$ cat src/hw/flash_host_pkg.sv
/*
 * Shared constants and carrier types for the flash bus host controller.
 * Assumes a single 20 MHz system clock domain.
 */
package flash_host_pkg;
   // -----------------------------------------------------------------
   // Clock and strobe timing
   // -----------------------------------------------------------------
   localparam int unsigned CLK_MHZ        = 20;
   localparam int unsigned STROBE_NS      = 100;
   localparam int unsigned STROBE_CYC     =
      (STROBE_NS * CLK_MHZ + 999) / 1000;
   localparam int unsigned CNT_W          = 4;
   localparam int unsigned SYNC_STAGES    = 3;

   // -----------------------------------------------------------------
   // Array geometry
   // -----------------------------------------------------------------
   localparam int unsigned PLANES_PER_DIE  = 2;
   localparam int unsigned BLOCKS_PER_PLANE = 2048;
   localparam int unsigned PAGES_PER_BLOCK = 64;
   localparam int unsigned PAGE_BYTES      = 2112;
   localparam int unsigned PAGE_DATA_BYTES = 2048;
   localparam int unsigned PAGE_SPARE_BYTES = 64;
   localparam int unsigned ADDR_CYCLES     = 5;
   localparam int unsigned ADDR_W          = 40;

   // -----------------------------------------------------------------
   // Request kinds and reset values
   // -----------------------------------------------------------------
   typedef enum logic [2:0] {
      OP_CMD   = 3'h0,
      OP_ADDR  = 3'h1,
      OP_WDATA = 3'h2,
      OP_RDATA = 3'h3,
      OP_WAIT  = 3'h4
   } op_kind_t;

   localparam logic [7:0] BUS_RST = 8'h00;

   typedef struct packed {
      op_kind_t    kind;
      logic        sel_upper;
      logic [7:0]  data;
      logic [ADDR_W-1:0] addr;
   } host_req_t;

   typedef struct packed {
      logic       cmd_latch;
      logic       addr_latch;
      logic       chip_sel_n;
      logic       second_chip_select_n;
      logic       write_strobe_n;
      logic       read_strobe_n;
      logic       write_protect_n;
   } flash_ctl_t;
endpackage

$ cat src/hw/flash_host.sv
/*
 * Host-side controller that drives a multi-die flash device over its
 * multiplexed 8-bit bus: command, address, write and read cycles,
 * ready/busy wait. Assumes the pins are wired straight to the device
 * and a pull-up on the ready/busy lines.
 */
`timescale 1ns/1ps

module flash_host
   import flash_host_pkg::*;
#(
   parameter int unsigned STROBE_CYCLES = STROBE_CYC
) (
   // System
   input  wire logic        clk_sys,
   input  wire logic        rst_b,
   // User request
   input  wire logic        req_valid,
   input  wire host_req_t   req,
   input  wire logic        wp_enable,
   output logic             req_ready,
   output logic             rsp_valid,
   output logic [7:0]       rsp_data,
   // Flash control pins
   output flash_ctl_t       ctl,
   // Shared bus, three signals
   input  wire logic [7:0]  bus_in,
   output logic [7:0]       bus_out,
   output logic             bus_oe,
   // Ready/busy pins, open-drain from the device
   input  wire logic        ready_busy_n,
   input  wire logic        second_ready_busy_n
);

   // ----------------------------------------------------------------
   // State machine
   // ----------------------------------------------------------------
   typedef enum logic [2:0] {
      ST_IDLE  = 3'b000,
      ST_SETUP = 3'b001,
      ST_LOW   = 3'b011,
      ST_HIGH  = 3'b010,
      ST_WAIT  = 3'b110
   } state_t;

   state_t             state_r;
   state_t             state_nxt;
   host_req_t          cur_r;
   flash_ctl_t         ctl_r;
   logic [7:0]         bus_out_r;
   logic               bus_oe_r;
   logic [CNT_W-1:0]   cnt_r;
   logic [2:0]         acyc_r;
   logic               rsp_valid_r;
   logic               req_ready_r;
   logic [7:0]         rsp_data_r;
   logic [SYNC_STAGES-1:0] rb0_sync_r;
   logic [SYNC_STAGES-1:0] rb1_sync_r;
   logic               rb0_r;
   logic               rb1_r;

   // ----------------------------------------------------------------
   // Ready/busy synchronisers
   // ----------------------------------------------------------------
   always_ff @(posedge clk_sys or negedge rst_b) begin
      if (!rst_b) begin
         rb0_sync_r <= '1;
         rb1_sync_r <= '1;
         rb0_r      <= 1'b1;
         rb1_r      <= 1'b1;
      end else begin
         rb0_sync_r <= {rb0_sync_r[SYNC_STAGES-2:0], ready_busy_n};
         rb1_sync_r <= {rb1_sync_r[SYNC_STAGES-2:0], second_ready_busy_n};
         if (rb0_sync_r[1] == rb0_sync_r[2]) rb0_r <= rb0_sync_r[2];
         if (rb1_sync_r[1] == rb1_sync_r[2]) rb1_r <= rb1_sync_r[2];
      end
   end

   // ----------------------------------------------------------------
   // Decode
   // ----------------------------------------------------------------
   wire logic cnt_done   = (cnt_r == CNT_W'(STROBE_CYCLES - 1));
   wire logic is_read    = (cur_r.kind == OP_RDATA);
   wire logic is_addr    = (cur_r.kind == OP_ADDR);
   wire logic sel_ready  = cur_r.sel_upper ? rb1_r : rb0_r;
   wire logic last_acyc  = (acyc_r == 3'(ADDR_CYCLES - 1));
   wire logic take       = (state_r == ST_IDLE) && req_valid;
   // Address byte for the current cycle, first byte lowest
   wire logic [7:0] addr_byte = cur_r.addr[acyc_r*8 +: 8];
   // Byte for a write pulse
   wire logic [7:0] wr_byte = is_addr ? addr_byte : cur_r.data;

   // ----------------------------------------------------------------
   // Helpers
   // ----------------------------------------------------------------
   // Active-low select, low only for the half in use
   function automatic logic sel_n(input logic act, input logic upper,
                                  input logic want);
      return !(act && (upper == want));
   endfunction

   always_comb begin
      state_nxt = state_r;
      case (state_r)
         ST_IDLE:  if (req_valid) begin
            state_nxt = (req.kind == OP_WAIT) ? ST_WAIT : ST_SETUP;
         end
         ST_SETUP: if (cnt_done) state_nxt = ST_LOW;
         ST_LOW:   if (cnt_done) state_nxt = ST_HIGH;
         ST_HIGH:  if (cnt_done) begin
            state_nxt = (is_addr && !last_acyc) ? ST_LOW : ST_IDLE;
         end
         ST_WAIT:  if (cnt_done && sel_ready) state_nxt = ST_IDLE;
         default:  state_nxt = ST_IDLE;
      endcase
   end

   // ----------------------------------------------------------------
   // Sequencing registers
   // ----------------------------------------------------------------
   always_ff @(posedge clk_sys or negedge rst_b) begin
      if (!rst_b) begin
         state_r <= ST_IDLE;
         cur_r   <= '0;
         cnt_r   <= '0;
         acyc_r  <= '0;
      end else begin
         state_r <= state_nxt;
         if (take) cur_r <= req;
         if (state_nxt != state_r) cnt_r <= '0;
         else if (!cnt_done) cnt_r <= cnt_r + 1'b1;
         if (take) acyc_r <= '0;
         else if (state_r == ST_HIGH && cnt_done && is_addr && !last_acyc)
            acyc_r <= acyc_r + 3'h1;
      end
   end

   // ----------------------------------------------------------------
   // Pin drive
   // ----------------------------------------------------------------
   wire logic active  = (state_nxt == ST_SETUP) || (state_nxt == ST_LOW)
                      || (state_nxt == ST_HIGH);
   wire host_req_t nreq = take ? req : cur_r;
   wire logic n_read  = (nreq.kind == OP_RDATA);
   wire logic strobe_lo = (state_nxt == ST_LOW);
   // Each select falls only for the half that the request names
   wire logic lo_sel_n  = sel_n(active, nreq.sel_upper, 1'b0);
   wire logic hi_sel_n  = sel_n(active, nreq.sel_upper, 1'b1);

   always_ff @(posedge clk_sys or negedge rst_b) begin
      if (!rst_b) begin
         ctl_r.cmd_latch            <= 1'b0;
         ctl_r.addr_latch           <= 1'b0;
         ctl_r.chip_sel_n           <= 1'b1;
         ctl_r.second_chip_select_n <= 1'b1;
         ctl_r.write_strobe_n       <= 1'b1;
         ctl_r.read_strobe_n        <= 1'b1;
         ctl_r.write_protect_n      <= 1'b0;
         req_ready_r                <= 1'b1;
      end else begin
         ctl_r.write_protect_n      <= wp_enable ? 1'b0 : 1'b1;
         ctl_r.chip_sel_n           <= lo_sel_n;
         ctl_r.second_chip_select_n <= hi_sel_n;
         // Latches only high inside their own cycle, never together
         ctl_r.cmd_latch  <= active && (nreq.kind == OP_CMD);
         ctl_r.addr_latch <= active && (nreq.kind == OP_ADDR);
         ctl_r.write_strobe_n <= !(strobe_lo && !n_read);
         ctl_r.read_strobe_n  <= !(strobe_lo && n_read);
         // Ready in the cycle the state returns to idle
         req_ready_r <= (state_nxt == ST_IDLE);
      end
   end

   // ----------------------------------------------------------------
   // Bus and read data
   // ----------------------------------------------------------------
   always_ff @(posedge clk_sys or negedge rst_b) begin
      if (!rst_b) begin
         bus_out_r   <= BUS_RST;
         bus_oe_r    <= 1'b0;
         rsp_valid_r <= 1'b0;
         rsp_data_r  <= BUS_RST;
      end else begin
         // Host drives the bus only during command, address and write data cycles
         bus_oe_r  <= active && !n_read;
         bus_out_r <= (state_r == ST_LOW || state_r == ST_HIGH)
                      ? wr_byte : (take ? req.data : wr_byte);
         rsp_valid_r <= 1'b0;
         // Sample read byte just before the strobe rises
         if (state_r == ST_LOW && cnt_done && is_read) begin
            rsp_valid_r <= 1'b1;
            rsp_data_r  <= bus_in;
         end
      end
   end

   assign req_ready = req_ready_r;
   assign ctl       = ctl_r;
   assign bus_out   = bus_out_r;
   assign bus_oe    = bus_oe_r;
   assign rsp_valid = rsp_valid_r;
   assign rsp_data  = rsp_data_r;

endmodule // flash_host

$ cat config.mk
export PLATFORM = sky130hd
export DESIGN_NAME = flash_host
export DESIGN_NICKNAME = d
export VERILOG_FILES = /design/src/hw/flash_host_pkg.sv /design/src/hw/flash_host.sv
export SDC_FILE = /design/constraint.sdc
export NUM_CORES = 1
export LEC_CHECK = 0
export BUFFER_PORTS_ARGS = -buffer_cell sky130_fd_sc_hd__buf_2
export CAP_MARGIN = 20
export CORE_UTILIZATION = 54
export CTS_CLUSTER_SIZE = 28
export DETAILED_ROUTE_END_ITERATION = 10
export PLACE_DENSITY = 0.8
export RECOVER_POWER = 50
export SLEW_MARGIN = 20
export SYNTH_ARGS = -nofsm -noshare
export SYNTH_HDL_FRONTEND = slang
export SYNTH_SLANG_ARGS = --single-unit
$ cat constraint.sdc
create_clock -name clk_sys -period 2.65 [get_ports clk_sys]
set_clock_uncertainty 0.15 [all_clocks]
set_input_delay 0.3975 -clock clk_sys [delete_from_list [all_inputs] [get_ports clk_sys]]
set_output_delay 0.3975 -clock clk_sys [all_outputs]
set_load 0.02 [all_outputs]
After elaboration in Yosys (flattened, before gate mapping)
Cells that the tools add are included.
Storage, ports and cells
  flip-flop bits (word level): 96
  bits of input ports: 66
  output and inout bits: 26
Cells by class
  add/subtract/negate cells: 2
  eq/ne operators: 18
  shift-type cells: 1
  muxes and demuxes: 19
  bitwise gates (word level): 1
  reduce and logical (&&, ||, !) cells: 28
Operators by type and width (count)
  two-way mux 52 bit: 1
  variable part select 40 x 7 -> 8 bit: 1
  two-way mux 3 bit: 8
  two-way mux 8 bit: 3
  == test 3 x 2 -> 1 bit, second input constant: 6
  logical AND 1 bit: 15
  one-hot mux 3 bit (5 select lines): 1
  == test 3 x 1 -> 1 bit, second input constant: 4
  == test 3 bit, second input constant: 3
  zero test 3 bit: 3
  two-way mux 4 bit: 2
  zero test 1 bit: 6
  adder 4 x 1 -> 4 bit, second input constant: 1
  == test 4 x 1 -> 1 bit, second input constant: 1
  adder 3 x 1 -> 3 bit, second input constant: 1
  logical OR 1 bit: 3
  two-way mux 1 bit: 3
  inequality test 3 bit: 1
  == test 1 bit: 2
  two-way mux 2 bit: 1
  inequality test 2 x 1 -> 1 bit, second input constant: 1
  nonzero test 2 bit: 1
  NOT 1 bit: 1

Longest topological paths before layout
  word-level depth: 11
  depth in mapped cells: 8
  depth with buffers taken out: 7

Least setup slack after synthesis
OpenSTA, ideal clock, no wires.
  path kind: register to register
  start point: register cnt_r[1]
  end point: register rsp_data_r[0] (netlist: rsp_data[0])
  data arrival time: 1801 ps
  required time: 2375 ps
  slack: 575 ps
  stages on the path, launching flop included: 6
  path buffers: 0
  period minus slack after synthesis: 2075 ps
  cell sequence: dfrtp_1 > inv_1 > ha_1 > or3b_4 > nor4_4 > mux2_2
Between the ends
  cells in the longest elaborated chain, start to end: 3
RTL lines
  start: declaration: RTL line flash_host.sv:52  | logic [CNT_W-1:0] cnt_r;
  start signal: assignment: RTL line flash_host.sv:131  | else if (!cnt_done) cnt_r <= cnt_r + 1'b1;
  == test 4 x 1 -> 1 bit: RTL line flash_host.sv:82  | wire logic cnt_done = (cnt_r == CNT_W'(STROBE_CYCLES - 1));
  logical AND 1 bit (2 in a row): RTL line flash_host.sv:190  | if (state_r == ST_LOW && cnt_done && is_read) begin
  end signal: assignment: RTL line flash_host.sv:192  | rsp_data_r <= bus_in;
  end: declaration: RTL line flash_host.sv:56  | logic [7:0] rsp_data_r;
Every way passes these cells.
A chain may end at the register's enable or synchronous reset.

Worst setup path in the final report
  start point: register cnt_r[1]
  end point: register cnt_r[0]
Between the ends
  cells in the longest elaborated chain, start to end: 6
  elaborated cells on any way between the ends: 10
  those cells by class: eq/ne: 3; mux: 6; reduce/logical: 1
RTL lines
  == test 4 x 1 -> 1 bit *: RTL line flash_host.sv:82
  logical AND 1 bit: RTL line flash_host.sv:113  | ST_WAIT: if (cnt_done && sel_ready) state_nxt = ST_IDLE;
  two-way mux 3 bit: RTL line flash_host.sv:113
  one-hot mux 3 bit (5 select lines): RTL line flash_host.sv:104  | case (state_r)
  inequality test 3 bit: RTL line flash_host.sv:130  | if (state_nxt != state_r) cnt_r <= '0;
  inequality test 2 x 1 -> 1 bit (no source line) or two-way mux 4 bit (tied branches)
Every way passes the cells marked *; elsewhere a longest branch is shown, timed or not.

==> run_summary.xml <==
<?xml version="1.0" encoding="UTF-8"?>
<metrics>
  <group name="final_layout">
    <metric name="post-route-cell-area" unit="um2">4890</metric>
    <metric name="finish.utilization" unit="%">67.0</metric>
    <metric name="layout.filler_cells" unit="">607</metric>
    <metric name="design.final.nets" unit="">574</metric>
    <metric name="final_cell_count_no_fill" unit="">608</metric>
    <metric name="antenna_cells" unit="">0</metric>
    <metric name="syn2layout_area_growth" unit="%">19.0</metric>
    <metric name="multi_input_area" unit="um2">1580</metric>
    <metric name="drive_above_1_share" unit="%">25.5</metric>
    <metric name="regArea" unit="um2">2420</metric>
  </group>
  <group name="yosys">
    <metric name="postSynth.asyncResetShare" unit="%">100</metric>
    <metric name="synth-edff-count" unit="">0</metric>
    <metric name="synth.lib_cells_used.distinct" unit="">38</metric>
    <metric name="synthesis.yosys.warnings" unit="">0</metric>
    <metric name="yosys.area.top_type" unit="">sky130_fd_sc_hd__dfrtp_1</metric>
    <metric name="cells_after_synth" unit="">409</metric>
    <metric name="synthDominantCellAreaShare" unit="%">50.6</metric>
    <metric name="postSynth.topFlopCell" unit="">sky130_fd_sc_hd__dfrtp_1</metric>
    <metric name="synth_sequential_area_ratio" unit="%">58.9</metric>
    <metric name="synth.ff_latch_count" unit="">96</metric>
    <metric name="syn-mean-instance-area" unit="um2">10.0</metric>
    <metric name="post_synth_instance_area" unit="um2">4110</metric>
    <metric name="synthTopCellsByArea" unit="">sky130_fd_sc_hd__dfrtp_1, sky130_fd_sc_hd__nand2_1, sky130_fd_sc_hd__dfstp_2, sky130_fd_sc_hd__mux4_2, sky130_fd_sc_hd__mux2_2</metric>
    <metric name="synth_fp_nets" unit="">479</metric>
  </group>
  <group name="setup_path">
    <metric name="worst-path-buf-inv" unit="">1</metric>
    <metric name="end_kind" unit="">flip-flop</metric>
    <metric name="criticalPathCategory" unit="">flip-flop to flip-flop</metric>
    <metric name="crit_path_slowest_cell" unit="">sky130_fd_sc_hd__nor3b_2</metric>
    <metric name="ordered_list_of_cells_on_the_worst_path" unit="">inv_1 &gt; ha_1 &gt; nor3b_2 &gt; nand2_1 &gt; a31oi_1 &gt; nand3_1 &gt; a211oi_1</metric>
    <metric name="r2r_setup_slack" unit="ps">350</metric>
    <metric name="crit_path_max_fanout" unit="">8</metric>
    <metric name="worst_setup_path_start_kind" unit="">flip-flop</metric>
    <metric name="required_time_at_the_endpoint_of_the_critical_path" unit="ps">2760</metric>
    <metric name="cp_max_stage_delay" unit="ps">450</metric>
    <metric name="timing.critical_path.arrival" unit="ps">2410</metric>
    <metric name="path_delay_family" unit="">simple AND/OR/NAND/NOR gates</metric>
  </group>
  <group name="global_route">
    <metric name="gr_ovfl_total" unit="">0</metric>
    <metric name="initial_antenna_violation_count" unit="">0</metric>
    <metric name="grt_first_pass_wirelength" unit="mm">13.9</metric>
    <metric name="grt_pass1_vias" unit="">2893</metric>
    <metric name="global_route.usage.total" unit="%">23.5</metric>
    <metric name="pin_count_of_the_biggest_net_entering_global_routing" unit="">61</metric>
  </group>
  <group name="sta">
    <metric name="fin_tns_setup" unit="ps">0</metric>
    <metric name="worstMarginPinSlew" unit="ps">1090</metric>
    <metric name="finalSetupViolations" unit="">0</metric>
    <metric name="fin_hold_ws" unit="ps">26.2</metric>
    <metric name="fin_crit_sh" unit="%">86.8</metric>
    <metric name="fmaxAchievable" unit="MHz">435</metric>
    <metric name="final.min_clock_period" unit="ps">2300</metric>
    <metric name="unrepaired_setup_endpoints_after_global_routing" unit="">false</metric>
    <metric name="relative_max_transition_margin" unit="%">27.1</metric>
    <metric name="timing_hold_violations_final" unit="">0</metric>
    <metric name="drv_slew" unit="">0</metric>
  </group>
  <group name="power">
    <metric name="power.ir.vdd_worst" unit="mV">0.447</metric>
    <metric name="power.internal" unit="mW">3.19</metric>
    <metric name="seqPwrFrac" unit="%">45.4</metric>
    <metric name="clkPwrFrac" unit="%">17.2</metric>
    <metric name="power.switching" unit="mW">1.95</metric>
    <metric name="switching_share" unit="%">37.9</metric>
    <metric name="p_leak" unit="nW">2.45</metric>
    <metric name="comb_power_share" unit="%">37.4</metric>
    <metric name="cellPowerDensity" unit="nW/um2">1050</metric>
  </group>
  <group name="clock_tree">
    <metric name="cts.repair.resized" unit="">0</metric>
    <metric name="clock_sink_count" unit="">96</metric>
    <metric name="cts_setup_buffers" unit="">0</metric>
    <metric name="ctsRootBufferMaster" unit="">sky130_fd_sc_hd__clkbuf_8</metric>
    <metric name="path_clk_slew" unit="ps">90</metric>
    <metric name="worst_skew_pair.late_latency" unit="ps">350</metric>
    <metric name="htree_num_levels" unit="">3</metric>
    <metric name="cts-root-to-sink-buffers" unit="">2</metric>
    <metric name="clock_tree_from_tritoncts" unit="">yes</metric>
    <metric name="cts-buffers-inserted" unit="">9</metric>
  </group>
  <group name="placed_design">
    <metric name="placement.cell_area" unit="um2">4700</metric>
    <metric name="finalWeightedCongestion" unit="">0.923</metric>
    <metric name="place_hpwl" unit="mm">6.02</metric>
    <metric name="numPlacedInstances" unit="">589</metric>
    <metric name="port_buffers" unit="">91</metric>
  </group>
  <group name="route">
    <metric name="route.detailed.drc" unit="">0</metric>
    <metric name="via_count_normalized_by_instance_count" unit="">5.19</metric>
    <metric name="drt_iter0_markers" unit="">243</metric>
    <metric name="drt-wirelength-per-cell" unit="um">14.2</metric>
    <metric name="total_number_of_vias" unit="">3155</metric>
    <metric name="drtPass1Iterations" unit="">4</metric>
    <metric name="route.final.wire_length" unit="mm">8.62</metric>
    <metric name="remaining_antenna_violation_count_after_routing" unit="">0</metric>
  </group>
  <group name="die">
    <metric name="initial_core_utilization" unit="%">56.3</metric>
    <metric name="core.rowCount" unit="">31</metric>
    <metric name="die_w" unit="um">89.2</metric>
    <metric name="core_area" unit="um2">7290</metric>
    <metric name="die_height" unit="um">89.2</metric>
    <metric name="design.die.area" unit="um2">7960</metric>
    <metric name="pin_count" unit="">92</metric>
  </group>
  <group name="status">
    <metric name="status" unit="">finished clean</metric>
  </group>
  <group name="run">
    <metric name="maxCapViolations" unit="">0</metric>
  </group>
  <group name="hold_path">
    <metric name="hold_path_class" unit="">primary input to flip-flop</metric>
  </group>
</metrics>
kinds of logic after synthesis:
logic type,count (synthesis),share of synthesized area (%)
buffers and inverters,27,2.68
AO/OA/AOI/OAI,34,4.69
adder cells (fa/ha/maj),6,1.71
AND/OR/NAND/NOR,224,24.1
XOR/XNOR,5,1.07
multiplexers,17,6.86
flip-flops,96,58.9
synth_stat cells, types with 2 or more instances:
cell type	number
sky130_fd_sc_hd__dfstp_2	13
sky130_fd_sc_hd__xnor2_1	3
sky130_fd_sc_hd__ha_1	4
sky130_fd_sc_hd__clkbuf_1	16
sky130_fd_sc_hd__nand2b_1	12
sky130_fd_sc_hd__mux4_2	8
sky130_fd_sc_hd__a31oi_1	4
sky130_fd_sc_hd__o21ai_0	17
sky130_fd_sc_hd__dfrtp_1	83
sky130_fd_sc_hd__a211oi_1	2
sky130_fd_sc_hd__a21oi_1	7
sky130_fd_sc_hd__nor2_1	11
sky130_fd_sc_hd__inv_1	9
sky130_fd_sc_hd__nand2_1	164
sky130_fd_sc_hd__mux2_2	9
sky130_fd_sc_hd__xor2_1	2
sky130_fd_sc_hd__nor3_1	3
sky130_fd_sc_hd__nor3b_2	2
sky130_fd_sc_hd__and3_1	2
sky130_fd_sc_hd__maj3_1	2
sky130_fd_sc_hd__nand3_1	19
flip-flops by register name, indices dropped and copies added (netlist names):
| name | count |
|---|---|
| bus_oe | 1 |
| state_r | 3 |
| bus_out | 8 |
| ctl | 7 |
| rb1_sync_r | 3 |
| req_ready | 1 |
| rb0_sync_r | 3 |
| cnt_r | 4 |
| rb1_r | 1 |
| rb0_r | 1 |
| rsp_data | 8 |
| acyc_r | 3 |
| rsp_valid | 1 |
| cur_r | 52 |
timing repair:
item	in CTS	in global routing
endpoints found under the setup margin	0	0
hold endpoints to repair	36	0
hold buffers	3	0
worst reg2reg max path: cells and delay by family (launching register included):
kind / cells / cell delay, ps
AND/OR/NAND/NOR: 3 / 760
AO/OA/AOI/OAI: 2 / 680
flip-flops: 1 / 410
adder cells (fa/ha/maj): 1 / 140
buffers and inverters: 1 / 70
area by class of cell:
| cell class | count | area share [%] |
|---|---|---|
| well taps | 99 | 2.53 |
| repair buffers | 102 | 11.1 |
| multi-input cells | 286 | 32.4 |
| clock inverters | 4 | 0.589 |
| flip-flops and latches | 96 | 49.5 |
| clock buffers | 12 | 3.17 |
| inverters | 9 | 0.691 |
per-layer routing:
layer / share of wire (%) / vias to the layer above / GRT usage, %
met5: 0 / - / 0
met4: 1.4 / 0 / 7.79
met3: 4.6 / 12 / 3.42
met2: 49 / 98 / 37.0
met1: 45 / 1517 / 34.0
li1: - / 1528 / -
power by group through the flow:
| stage | Combinational, mW | Sequential, mW | Clock (mW) |
|---|---|---|---|
| after floorplan | 1.25 | 2.46 | 0 |
| after global placement | 1.88 | 2.32 | 0 |
| after detailed placement | 1.95 | 2.35 | 0 |
| after CTS | 1.96 | 2.33 | 0.909 |
| after global routing | 2.18 | 2.40 | 0.958 |
| final | 1.93 | 2.33 | 0.886 |
per-stage QoR:
| step | worst slack, ps | power, mW |
|---|---|---|
| 4_1_cts | 376 | 5.20 |
| 5_1_grt | 146 | 5.54 |
| 3_5_place_dp | 395 | 4.30 |
| 3_3_place_gp | 489 | 4.20 |
| 6_report | 349 | 5.15 |
| 2_1_floorplan | 575 | 3.71 |
layout by cell type (no fill, tap or decap), types with 2 or more instances in the layout:
master	Yosys	layout
sky130_fd_sc_hd__maj3_1	2	2
sky130_fd_sc_hd__mux2_2	9	9
sky130_fd_sc_hd__xnor2_1	3	3
sky130_fd_sc_hd__buf_12	0	2
sky130_fd_sc_hd__mux4_2	8	8
sky130_fd_sc_hd__clkbuf_2	0	2
sky130_fd_sc_hd__inv_1	9	9
sky130_fd_sc_hd__dfstp_2	13	11
sky130_fd_sc_hd__ha_1	4	4
sky130_fd_sc_hd__dlygate4sd3_1	0	3
sky130_fd_sc_hd__nand2b_1	12	12
sky130_fd_sc_hd__clkbuf_1	16	20
sky130_fd_sc_hd__xor2_1	2	2
sky130_fd_sc_hd__dfstp_1	0	2
sky130_fd_sc_hd__dfrtp_1	83	83
sky130_fd_sc_hd__nor2_1	11	11
sky130_fd_sc_hd__a31oi_1	4	4
sky130_fd_sc_hd__nor3b_2	2	2
sky130_fd_sc_hd__buf_4	0	5
sky130_fd_sc_hd__buf_2	1	71
sky130_fd_sc_hd__nand2_1	164	164
sky130_fd_sc_hd__clkbuf_8	0	11
sky130_fd_sc_hd__a21oi_1	7	7
sky130_fd_sc_hd__and3_1	2	2
sky130_fd_sc_hd__clkinvlp_4	0	2
sky130_fd_sc_hd__o21ai_0	17	17
sky130_fd_sc_hd__nor3_1	3	3
sky130_fd_sc_hd__a211oi_1	2	2
sky130_fd_sc_hd__nand3_1	19	19
worst paths after layout:
path | from | to | cells past startpoint
worst max register to register | cnt_r[1] | cnt_r[0] | 7
worst min register to register | rb0_sync_r[0] | rb0_sync_r[1] | 0
min in group asynchronous | rst_b | bus_out[2] | 2
worst min-delay path | wp_enable | ctl[0] | 2
worst max-delay path | cnt_r[1] | cnt_r[0] | 7
max in group asynchronous | rst_b | cur_r[10] | 3
(Power assumes the default switching activity.)
